[config.mk]
export PLATFORM = sky130hd
export DESIGN_NAME = output_routing_volume_regs
export DESIGN_NICKNAME = d
export VERILOG_FILES = /design/src/include/output_routing_volume_pkg.sv /design/src/verilog/gain_settle.sv /design/src/verilog/output_routing_volume_regs.sv
export VERILOG_INCLUDE_DIRS = /design/src /design/src/include
export SDC_FILE = /design/constraint.sdc
export NUM_CORES = 1
export LEC_CHECK = 0
export BUFFER_PORTS_ARGS = -buffer_cell sky130_fd_sc_hd__buf_2
export CORE_MARGIN = 10
export CORE_UTILIZATION = 45
export CTS_CLUSTER_DIAMETER = 80
export DETAILED_ROUTE_END_ITERATION = 10
export REMOVE_ABC_BUFFERS = 1
export SLEW_MARGIN = 20
export SYNTH_ARGS = -nofsm -noshare
export SYNTH_HDL_FRONTEND = slang
export SYNTH_SLANG_ARGS = --single-unit
[constraint.sdc]
create_clock -name clk -period 4.99 [get_ports clk]
set_input_delay 0.2495 -clock clk [delete_from_list [all_inputs] [get_ports clk]]
set_output_delay 0.2495 -clock clk [all_outputs]
set_load 0.01 [all_outputs]
[src/include/output_routing_volume_regs.svh]
// register offsets, field positions, reset values and timing counts of the output path
`ifndef OUTPUT_ROUTING_VOLUME_REGS_SVH
`define OUTPUT_ROUTING_VOLUME_REGS_SVH

// ***********************************************************
// register offsets
// ***********************************************************
`define OFS_ROUTING 8'h23
`define OFS_LEFT_HP_VOL 8'h24
`define OFS_RIGHT_HP_VOL 8'h25
`define OFS_LEFT_SPK_VOL 8'h26
`define OFS_RIGHT_SPK_VOL 8'h27
`define OFS_LEFT_HP_CTRL 8'h28
`define OFS_RIGHT_HP_CTRL 8'h29

// ***********************************************************
// field positions
// ***********************************************************
`define RT_DAC_LEFT_HI 7
`define RT_DAC_LEFT_LO 6
`define RT_MIC_LEFT_TO_LMIX 5
`define RT_MIC_RIGHT_TO_LMIX 4
`define RT_DAC_RIGHT_HI 3
`define RT_DAC_RIGHT_LO 2
`define RT_MIC_RIGHT_TO_RMIX 1
`define RT_HP_BRIDGE 0
`define VOL_ROUTE_BIT 7
`define VOL_FIELD_HI 6
`define HP_GAIN_HI 6
`define HP_GAIN_LO 3
`define HP_UNMUTE_BIT 2
`define HP_APPLIED_BIT 0

// ***********************************************************
// reset values and limits
// ***********************************************************
`define RST_ROUTING 8'h00
`define RST_VOLUME 8'h7f
`define RST_HP_CTRL 8'h02
`define VOL_MUTE_CODE 7'h7f
`define HP_GAIN_MAX 4'h9
`define HP_CTRL_WR_MASK 8'hfe

// ***********************************************************
// timing
// ***********************************************************
`define CLK_PERIOD_NS 8
`define GAIN_STEP_TIME_NS 1000
`define GAIN_STEP_CYCLES ((`GAIN_STEP_TIME_NS + `CLK_PERIOD_NS - 1) / `CLK_PERIOD_NS)

`endif

[src/include/output_routing_volume_pkg.sv]
// types shared by the output routing and volume register block
package output_routing_volume_pkg;

   typedef enum logic [1:0] {
      ROUTE_OFF = 2'b00,
      ROUTE_MIXER = 2'b01,
      ROUTE_DIRECT_HP = 2'b10,
      ROUTE_RESERVED = 2'b11
   } route_e;

   typedef enum logic {
      SETTLED = 1'b0,
      RAMPING = 1'b1
   } settle_e;

endpackage : output_routing_volume_pkg

[src/verilog/gain_settle.sv]
// steps an applied analog setting toward its programmed target
`timescale 1ns/1ps
`default_nettype none

module gain_settle
   import output_routing_volume_pkg::*;
#(
   parameter int WIDTH = 7,
   parameter logic [WIDTH-1:0] RESET_VALUE = '0
) (
   input wire logic clk,
   input wire logic nrst,
   input wire logic load,
   input wire logic [WIDTH-1:0] target,
   input wire logic stepTick,
   output logic [WIDTH-1:0] current,
   output logic applied
);

   settle_e state_ff;
   logic [WIDTH-1:0] target_ff;
   logic [WIDTH-1:0] current_ff;

   // ***********************************************************
   // target capture and one step per tick
   // ***********************************************************
   always_ff @(posedge clk or negedge nrst) begin
      if (!nrst) begin
         target_ff <= RESET_VALUE;
      end else if (load) begin
         target_ff <= target;
      end
   end

   always_ff @(posedge clk or negedge nrst) begin
      if (!nrst) begin
         current_ff <= RESET_VALUE;
      end else if (stepTick && !load && (current_ff != target_ff)) begin
         if (current_ff < target_ff) begin
            current_ff <= current_ff + {{(WIDTH-1){1'b0}}, 1'b1};
         end else begin
            current_ff <= current_ff - {{(WIDTH-1){1'b0}}, 1'b1};
         end
      end
   end

   // a load in the tick cycle keeps the stage pending: the new write wins
   always_ff @(posedge clk or negedge nrst) begin
      if (!nrst) begin
         state_ff <= RAMPING;
      end else begin
         case (state_ff)
            SETTLED: begin
               if (load) begin
                  state_ff <= RAMPING;
               end
            end
            RAMPING: begin
               if (!load && stepTick && (current_ff == target_ff)) begin
                  state_ff <= SETTLED;
               end
            end
            default: begin
               state_ff <= RAMPING;
            end
         endcase
      end
   end

   assign current = current_ff;
   assign applied = (state_ff == SETTLED);

endmodule : gain_settle

`default_nettype wire

[src/verilog/output_routing_volume_regs.sv]
// output routing, analog volume and headphone driver control registers
//
// What this block does
// - routing bits 7:6 steer left converter: off, left mixer, left headphone driver
// - routing bits 3:2 steer right converter: off, right mixer, right headphone driver
// - routing bit 5 connects left positive mic input to left mixer
// - routing bit 4 connects right positive mic input to left mixer
// - routing bit 1 connects right positive mic input to right mixer
// - routing bit 0 feeds left headphone driver into right one, differential
// - left-to-left-headphone volume: 7-bit attenuation, reset all ones, mute on 0/7f
// - right-to-right-headphone volume: same attenuation, reset and mute behaviour
// - left-to-left-speaker volume: same attenuation, reset and mute behaviour
// - right-to-right-speaker volume: same attenuation, reset and mute behaviour
// - left headphone gain bits 6:3, 0..9 dB; codes 10..15 stored but applied as 9
// - right headphone gain bits 6:3, 0..9 dB; codes 10..15 stored but applied as 9
// - left headphone driver bit 2: zero mutes (reset), one unmutes
// - right headphone driver bit 2: zero mutes (reset), one unmutes
// - left headphone bit 0 read-only: one once all programmed gains applied
// - right headphone bit 0 read-only: one once all programmed gains applied
`timescale 1ns/1ps
`default_nettype none
`include "output_routing_volume_regs.svh"

module output_routing_volume_regs
   import output_routing_volume_pkg::*;
#(
   parameter int STEP_CYCLES = `GAIN_STEP_CYCLES
) (
   input wire logic clk,
   input wire logic nrst,
   input wire logic [7:0] regAddr,
   input wire logic regWrEn,
   input wire logic regRdEn,
   input wire logic [7:0] regWrData,
   output logic [7:0] regRdData,
   output logic dacLeftToLeftMixer,
   output logic dacLeftToLeftHp,
   output logic micLeftPosToLeftMixer,
   output logic micRightPosToLeftMixer,
   output logic dacRightToRightMixer,
   output logic dacRightToRightHp,
   output logic micRightPosToRightMixer,
   output logic leftHpToRightHp,
   output logic [6:0] leftHpVolume,
   output logic leftHpVolumeMute,
   output logic [6:0] rightHpVolume,
   output logic rightHpVolumeMute,
   output logic [6:0] leftSpkVolume,
   output logic leftSpkVolumeMute,
   output logic [6:0] rightSpkVolume,
   output logic rightSpkVolumeMute,
   output logic [3:0] leftHpGain,
   output logic leftHpUnmute,
   output logic [3:0] rightHpGain,
   output logic rightHpUnmute,
   output logic leftHpGainsApplied,
   output logic rightHpGainsApplied
);

   // ***********************************************************
   // helpers
   // ***********************************************************
   function automatic logic wrHit(input logic en, input logic [7:0] a, input logic [7:0] ofs);
      return en && (a == ofs);
   endfunction : wrHit

   // path is silent only with the route bit low and full attenuation
   function automatic logic volMuted(input logic [7:0] v);
      return !v[`VOL_ROUTE_BIT] && (v[`VOL_FIELD_HI:0] == `VOL_MUTE_CODE);
   endfunction : volMuted

   // out-of-range codes are held at the top step so the stage never leaves range
   function automatic logic [3:0] gainClamp(input logic [7:0] c);
      logic [3:0] g;
      g = c[`HP_GAIN_HI:`HP_GAIN_LO];
      return (g > `HP_GAIN_MAX) ? `HP_GAIN_MAX : g;
   endfunction : gainClamp

   // ***********************************************************
   // registers
   // ***********************************************************
   logic [7:0] routing_ff;
   logic [7:0] leftHpVol_ff;
   logic [7:0] rightHpVol_ff;
   logic [7:0] leftSpkVol_ff;
   logic [7:0] rightSpkVol_ff;
   logic [7:0] leftHpCtrl_ff;
   logic [7:0] rightHpCtrl_ff;
   logic wrRouting;
   logic wrLeftHpVol;
   logic wrRightHpVol;
   logic wrLeftHpCtrl;
   logic wrRightHpCtrl;

   assign wrRouting = wrHit(regWrEn, regAddr, `OFS_ROUTING);
   assign wrLeftHpVol = wrHit(regWrEn, regAddr, `OFS_LEFT_HP_VOL);
   assign wrRightHpVol = wrHit(regWrEn, regAddr, `OFS_RIGHT_HP_VOL);
   assign wrLeftHpCtrl = wrHit(regWrEn, regAddr, `OFS_LEFT_HP_CTRL);
   assign wrRightHpCtrl = wrHit(regWrEn, regAddr, `OFS_RIGHT_HP_CTRL);

   always_ff @(posedge clk or negedge nrst) begin
      if (!nrst) begin
         routing_ff <= `RST_ROUTING;
      end else if (wrRouting) begin
         routing_ff <= regWrData;
      end
   end

   always_ff @(posedge clk or negedge nrst) begin
      if (!nrst) begin
         leftHpVol_ff <= `RST_VOLUME;
         rightHpVol_ff <= `RST_VOLUME;
         leftSpkVol_ff <= `RST_VOLUME;
         rightSpkVol_ff <= `RST_VOLUME;
      end else begin
         if (wrLeftHpVol) begin
            leftHpVol_ff <= regWrData;
         end
         if (wrRightHpVol) begin
            rightHpVol_ff <= regWrData;
         end
         if (wrHit(regWrEn, regAddr, `OFS_LEFT_SPK_VOL)) begin
            leftSpkVol_ff <= regWrData;
         end
         if (wrHit(regWrEn, regAddr, `OFS_RIGHT_SPK_VOL)) begin
            rightSpkVol_ff <= regWrData;
         end
      end
   end

   // bit 0 is never stored; it always shows the settle flag
   always_ff @(posedge clk or negedge nrst) begin
      if (!nrst) begin
         leftHpCtrl_ff <= `RST_HP_CTRL;
         rightHpCtrl_ff <= `RST_HP_CTRL;
      end else begin
         if (wrLeftHpCtrl) begin
            leftHpCtrl_ff <= regWrData & `HP_CTRL_WR_MASK;
         end
         if (wrRightHpCtrl) begin
            rightHpCtrl_ff <= regWrData & `HP_CTRL_WR_MASK;
         end
      end
   end

   // ***********************************************************
   // routing decode
   // ***********************************************************
   route_e leftRoute;
   route_e rightRoute;

   // reserved code 11 leaves the converter unconnected rather than double-driving
   assign leftRoute = route_e'(routing_ff[`RT_DAC_LEFT_HI:`RT_DAC_LEFT_LO]);
   assign rightRoute = route_e'(routing_ff[`RT_DAC_RIGHT_HI:`RT_DAC_RIGHT_LO]);

   always_ff @(posedge clk or negedge nrst) begin
      if (!nrst) begin
         dacLeftToLeftMixer <= 1'b0;
         dacLeftToLeftHp <= 1'b0;
         dacRightToRightMixer <= 1'b0;
         dacRightToRightHp <= 1'b0;
      end else begin
         dacLeftToLeftMixer <= (leftRoute == ROUTE_MIXER);
         dacLeftToLeftHp <= (leftRoute == ROUTE_DIRECT_HP);
         dacRightToRightMixer <= (rightRoute == ROUTE_MIXER);
         dacRightToRightHp <= (rightRoute == ROUTE_DIRECT_HP);
      end
   end

   always_ff @(posedge clk or negedge nrst) begin
      if (!nrst) begin
         micLeftPosToLeftMixer <= 1'b0;
         micRightPosToLeftMixer <= 1'b0;
         micRightPosToRightMixer <= 1'b0;
         leftHpToRightHp <= 1'b0;
      end else begin
         micLeftPosToLeftMixer <= routing_ff[`RT_MIC_LEFT_TO_LMIX];
         micRightPosToLeftMixer <= routing_ff[`RT_MIC_RIGHT_TO_LMIX];
         micRightPosToRightMixer <= routing_ff[`RT_MIC_RIGHT_TO_RMIX];
         leftHpToRightHp <= routing_ff[`RT_HP_BRIDGE];
      end
   end

   // ***********************************************************
   // volume and driver controls
   // ***********************************************************
   always_ff @(posedge clk or negedge nrst) begin
      if (!nrst) begin
         leftHpVolumeMute <= 1'b1;
         rightHpVolumeMute <= 1'b1;
         leftSpkVolumeMute <= 1'b1;
         rightSpkVolumeMute <= 1'b1;
         leftSpkVolume <= `VOL_MUTE_CODE;
         rightSpkVolume <= `VOL_MUTE_CODE;
         leftHpUnmute <= 1'b0;
         rightHpUnmute <= 1'b0;
      end else begin
         leftHpVolumeMute <= volMuted(leftHpVol_ff);
         rightHpVolumeMute <= volMuted(rightHpVol_ff);
         leftSpkVolumeMute <= volMuted(leftSpkVol_ff);
         rightSpkVolumeMute <= volMuted(rightSpkVol_ff);
         leftSpkVolume <= leftSpkVol_ff[`VOL_FIELD_HI:0];
         rightSpkVolume <= rightSpkVol_ff[`VOL_FIELD_HI:0];
         leftHpUnmute <= leftHpCtrl_ff[`HP_UNMUTE_BIT];
         rightHpUnmute <= rightHpCtrl_ff[`HP_UNMUTE_BIT];
      end
   end

   // ***********************************************************
   // step divider and settle trackers
   // ***********************************************************
   localparam int CW = $clog2(STEP_CYCLES + 1);
   logic [CW-1:0] stepCnt_ff;
   logic stepTick;

   always_ff @(posedge clk or negedge nrst) begin
      if (!nrst) begin
         stepCnt_ff <= '0;
      end else if (stepTick) begin
         stepCnt_ff <= '0;
      end else begin
         stepCnt_ff <= stepCnt_ff + {{(CW-1){1'b0}}, 1'b1};
      end
   end

   assign stepTick = (stepCnt_ff == CW'(STEP_CYCLES - 1));

   logic leftVolDone;
   logic rightVolDone;
   logic leftGainDone;
   logic rightGainDone;

   gain_settle #(.WIDTH(7), .RESET_VALUE(`VOL_MUTE_CODE)) leftVolSettle (
      .clk(clk),
      .nrst(nrst),
      .load(wrLeftHpVol),
      .target(regWrData[`VOL_FIELD_HI:0]),
      .stepTick(stepTick),
      .current(leftHpVolume),
      .applied(leftVolDone)
   );

   gain_settle #(.WIDTH(7), .RESET_VALUE(`VOL_MUTE_CODE)) rightVolSettle (
      .clk(clk),
      .nrst(nrst),
      .load(wrRightHpVol),
      .target(regWrData[`VOL_FIELD_HI:0]),
      .stepTick(stepTick),
      .current(rightHpVolume),
      .applied(rightVolDone)
   );

   gain_settle #(.WIDTH(4), .RESET_VALUE(4'h0)) leftGainSettle (
      .clk(clk),
      .nrst(nrst),
      .load(wrLeftHpCtrl),
      .target(gainClamp(regWrData)),
      .stepTick(stepTick),
      .current(leftHpGain),
      .applied(leftGainDone)
   );

   gain_settle #(.WIDTH(4), .RESET_VALUE(4'h0)) rightGainSettle (
      .clk(clk),
      .nrst(nrst),
      .load(wrRightHpCtrl),
      .target(gainClamp(regWrData)),
      .stepTick(stepTick),
      .current(rightHpGain),
      .applied(rightGainDone)
   );

   assign leftHpGainsApplied = leftVolDone && leftGainDone;
   assign rightHpGainsApplied = rightVolDone && rightGainDone;

   // ***********************************************************
   // read port
   // ***********************************************************
   logic [7:0] rdMux;

   always_comb begin
      case (regAddr)
         `OFS_ROUTING: rdMux = routing_ff;
         `OFS_LEFT_HP_VOL: rdMux = leftHpVol_ff;
         `OFS_RIGHT_HP_VOL: rdMux = rightHpVol_ff;
         `OFS_LEFT_SPK_VOL: rdMux = leftSpkVol_ff;
         `OFS_RIGHT_SPK_VOL: rdMux = rightSpkVol_ff;
         `OFS_LEFT_HP_CTRL: rdMux = {leftHpCtrl_ff[7:1], leftHpGainsApplied};
         `OFS_RIGHT_HP_CTRL: rdMux = {rightHpCtrl_ff[7:1], rightHpGainsApplied};
         default: rdMux = 8'h00;
      endcase
   end

   // reserved bits 7 and 1 are stored as written; software owns their values
   always_ff @(posedge clk or negedge nrst) begin
      if (!nrst) begin
         regRdData <= 8'h00;
      end else if (regRdEn) begin
         regRdData <= rdMux;
      end
   end
endmodule : output_routing_volume_regs

`default_nettype wire

==> tab_implementation.tex <==
\begin{tabular}{lr}
\hline
Metric & Value \\
\hline
\multicolumn{2}{l}{\textbf{Outcome}} \\
Run status & finished, final reports clean \\
\multicolumn{2}{l}{\textbf{Cells and area}} \\
Post-route cell area & 7660 um\^{}2 \\
Non-filler instance count after layout & slightly above 800 \\
Filler cells & about 1200 \\
Storage element area & 3360 um\^{}2 \\
Commonest non-fill, non-tap cell in the layout & buf\_2 \\
Number of nets in the final layout & between 600 and 700 \\
Synth-to-layout area growth & 17.4\% \\
Area used by multi-input combinational logic & 2920 um\^{}2 \\
Commonest cells after routing, fill and taps aside & 78 x buf\_2, 66 x dfstp\_2, 65 x dfrtp\_1 \\
Fraction of layout instances using a drive strength above 1 & between 30\% and 40\% \\
\multicolumn{2}{l}{\textbf{Placement}} \\
IO buf count & 79 \\
Area after detailed placement & about 7100 um\^{}2 \\
Routability cong. & just under 0.9 \\
HPWL Detailed & 11.4 mm \\
Cell count after placement & slightly below 800 \\
\multicolumn{2}{l}{\textbf{Pwr}} \\
Net switching power & between 0.0006 and 0.0007 W \\
Sequential cell fraction of total power & 43.9\% \\
Sw Share & 23.4\% \\
Power Dens Cells & about 340 nW/um\^{}2 \\
Internal power component & just under 0.002 W \\
Fraction of power consumed by combinational cells & between 8 and 9\% \\
Worst voltage drop across the vdd grid & 0.228 mV \\
Share of total power in the clock network & between 40\% and 50\% \\
Lkg Pwr & 3.50 nW \\
Post-layout total power & $\sim$0.0026 W \\
\multicolumn{2}{l}{\textbf{Floorplanning}} \\
Placement row count & 43 \\
Die Outline Area & about 20000 um\^{}2 \\
Area of the placeable core & 14000 um\^{}2 \\
Top-level port count & 80 \\
Initial core utilization & between 40\% and 50\% \\
Die Span Y & approximately 140 um \\
Width of the chip & 140 um \\
\multicolumn{2}{l}{\textbf{Worst setup path}} \\
Buf/Inv on CP & 1 \\
Critical path data arrival time & between 3 and 4 ns \\
Crit. End Element & register \\
Master of the slowest instance on the critical path & dfstp\_2 \\
Critical path, cell by cell & inv\_1, ha\_1, a211oi\_1, nor2\_1, or3\_1, fa\_1, a211oi\_1, o21bai\_1, a21oi\_1, xnor2\_1, nand2b\_1, xnor2\_1 \\
Startpoint-to-endpoint class of the critical path & reg2reg \\
Worst path top cell family by delay & adder cells \\
Delay of the slowest cell on the worst path & 0.55 ns \\
Highest net fanout along the worst path & 8 \\
Setup slack, reg-to-reg & between 1.5 and 2 ns \\
Required time at the endpoint of the critical path & 5.33 ns \\
Critical path launch point type & register \\
\multicolumn{2}{l}{\textbf{Timing}} \\
Maximum clock skew at final layout & around 0.0043 ns \\
Final Critical Period & slightly above 3 ns \\
Fin. Hold Viols & 0 \\
Worst rel slew slack & about two fifths \\
Number of pins with negative max-slew slack in the final report & 0 \\
Count of endpoints failing setup in the final report & 0 \\
Slew at the pin with the worst max-slew slack & around 0.88 ns \\
Period utilization & 61.5\% \\
Setup TNS & 0 ns \\
F\_max & about 330 MHz \\
Unrepaired setup endpoints after global routing & no \\
\multicolumn{2}{l}{\textbf{Routing}} \\
Vias post-DR & 4522 \\
Wire length per cell & $\sim$19 um \\
Number of search-and-repair iterations in the first detailed-routing pass & 4 \\
Post-detailed-route DRC marker count & 0 \\
Routed Antenna Nets & 0 \\
Drt first-iter violations & about 220 \\
Ratio of routed vias to standard cells & $\sim$5.5 \\
Detailed-route wire length & between 15 and 20 mm \\
\multicolumn{2}{l}{\textbf{Global routing}} \\
Vias in the first global route & around 4600 \\
Initial antenna violation count & 1 \\
Maximum number of pins on one net before global-route repair & just over 70 \\
First-pass GRT wire length & $\sim$25 mm \\
Tot GR Track Use & 16.0\% \\
Global-route congestion overflow total & 0 \\
\multicolumn{2}{l}{\textbf{Min path}} \\
Hold WC Path Type & in2reg \\
\multicolumn{2}{l}{\textbf{Clock network}} \\
Clock tree root buffer cell & clkbuf\_16 \\
Clock insertion delay at the later pin of the skew report & between 0.4 and 0.5 ns \\
TritonCTS clock tree & done \\
Setup repair bufs after CTS & 0 \\
Clock-pin slew on the worst setup and hold paths & approximately 0.060 ns \\
Inserted Clock Buffers & 17 \\
Clock net sink count & roughly 130 \\
H-tree levels & 4 \\
Number of buffers on the longest clock path & 2 \\
\multicolumn{2}{l}{\textbf{Synthesis}} \\
Average cell area after synthesis & between 10 and 15 um\^{}2 \\
Post-Synthesis Cell Area & 6520 um\^{}2 \\
Prevailing post-synth register cell & dfstp\_2 \\
Synth warn & 0 \\
Synthesized netlist cell count & roughly 550 \\
Register bit count reported by yosys & 131 \\
Post-synth cell types & 54 \\
Sequential-to-total area share from yosys stat & between 50\% and 60\% \\
EDFF count, synth & 0 \\
Post-synth ARST share & 100\% \\
\multicolumn{2}{l}{\textbf{Flow run}} \\
MaxCap Viol Count & 0 \\
\hline
\end{tabular}
==> path summary, 6_finish.rpt <==
check	from	endpoint	depth (start not counted)
worst min register to register	rightSpkVol_ff[6]	rightSpkVolume[6]	0
min in group asynchronous	nrst	stepCnt_ff[2]	2
worst max-delay path	leftHpVol_ff[4]	leftVolSettle.current[6]	12
worst min-delay path	regRdEn	regRdData[7]	2
worst max register to register	leftHpVol_ff[4]	leftVolSettle.current[6]	12
max in group asynchronous	nrst	regRdData[5]	3
==> per-layer routing <==
metal  global-route usage (%)  up-vias  share of wire [%]
met1                     20.0     2277                 44
met5                        0        -                  0
met3                     4.70       17                5.1
met4                     5.65        0                1.5
li1                         -     2140                  -
met2                     25.9       88                 49
==> logic make-up after synthesis <==
group	Yosys count	synth area share [%]
xor+xnor	24	3.22
buf+inv	56	3.63
flops	131	51.5
compound gates	108	10.6
mux	60	10.8
simple gates	129	11.3
fa+ha+maj	44	8.90
==> sequential cells by signal, indices dropped and copies added (netlist names), 4 cells and up <==
| name | cells |
|---|---|
| regRdData | 8 |
| leftSpkVol_ff | 8 |
| leftHpVol_ff | 8 |
| leftHpCtrl_ff | 7 |
| leftGainSettle.current | 4 |
| leftSpkVolume | 7 |
| rightVolSettle.current | 7 |
| routing_ff | 8 |
| leftVolSettle.current | 7 |
| rightHpCtrl_ff | 7 |
| stepCnt_ff | 7 |
| leftGainSettle.target_ff | 4 |
| rightGainSettle.current | 4 |
| rightGainSettle.target_ff | 4 |
| rightSpkVolume | 7 |
| rightHpVol_ff | 8 |
| rightSpkVol_ff | 8 |
==> repair_timing <==
action | CTS | global route
endpoints found under the hold margin | 20 | 0
hold buffers | 1 | 0
gates resized for setup | 0 | 0
==> stage by stage <==
step,utilization [%],hold WS (ns),setup WS (ns)
2_1_floorplan,-,-0.0461,2.12
3_3_place_gp,50.2,0.148,1.99
3_5_place_dp,50.2,0.153,1.93
4_1_cts,54.5,0.166,1.89
5_1_grt,54.5,0.183,1.68
6_report,54.5,0.196,1.92
==> synthesized netlist by cell type, drive strengths merged (3+ instances only) <==
master	instances	share of area, %
a211oi	4	0.46
a21o	6	0.69
a21oi	21	1.6
a22oi	14	1.6
a31oi	4	0.38
buf	8	0.86
clkbuf	13	0.75
dfrtp	65	25
dfstp	66	27
fa	4	1.2
ha	40	7.7
inv	35	2.0
mux2	60	11
nand2	29	1.7
nand2b	5	0.48
nand3	19	1.7
nand3b	3	0.35
nand4	9	0.96
nand4b	5	0.67
nor2	24	1.4
nor2b	8	0.77
nor3	5	0.61
nor3b	6	0.84
o211a	4	0.61
o21a	5	0.58
o21ai	29	2.2
o21bai	4	0.46
o22ai	9	0.86
or2	3	0.29
or3	5	0.48
xnor2	15	2.0
xor2	9	1.2
==> final cells by class <==
| cell class | instances | share of cell area [%] |
|---|---|---|
| Sequential cell | 131 | 43.9 |
| Clock inverter | 13 | 2.08 |
| Antenna cell | 1 | 0.0327 |
| Inverter | 35 | 1.72 |
| Clock buffer | 19 | 5.65 |
| Timing Repair Buffer | 82 | 5.52 |
| Tap cell | 180 | 2.94 |
| Multi-Input combinational cell | 365 | 38.2 |
==> power by group through the flow <==
stage | sequential, W | combinational, W | clock, W
6_report | 0.00114 | 0.000209 | 0.00124
5_1_grt | 0.00114 | 0.000238 | 0.00132
4_1_cts | 0.00114 | 0.000213 | 0.00127
3_5_place_dp | 0.00115 | 0.000212 | 0
3_3_place_gp | 0.00115 | 0.000204 | 0
2_1_floorplan | 0.00115 | 0.000122 | 0
(Power assumes the default switching activity.)
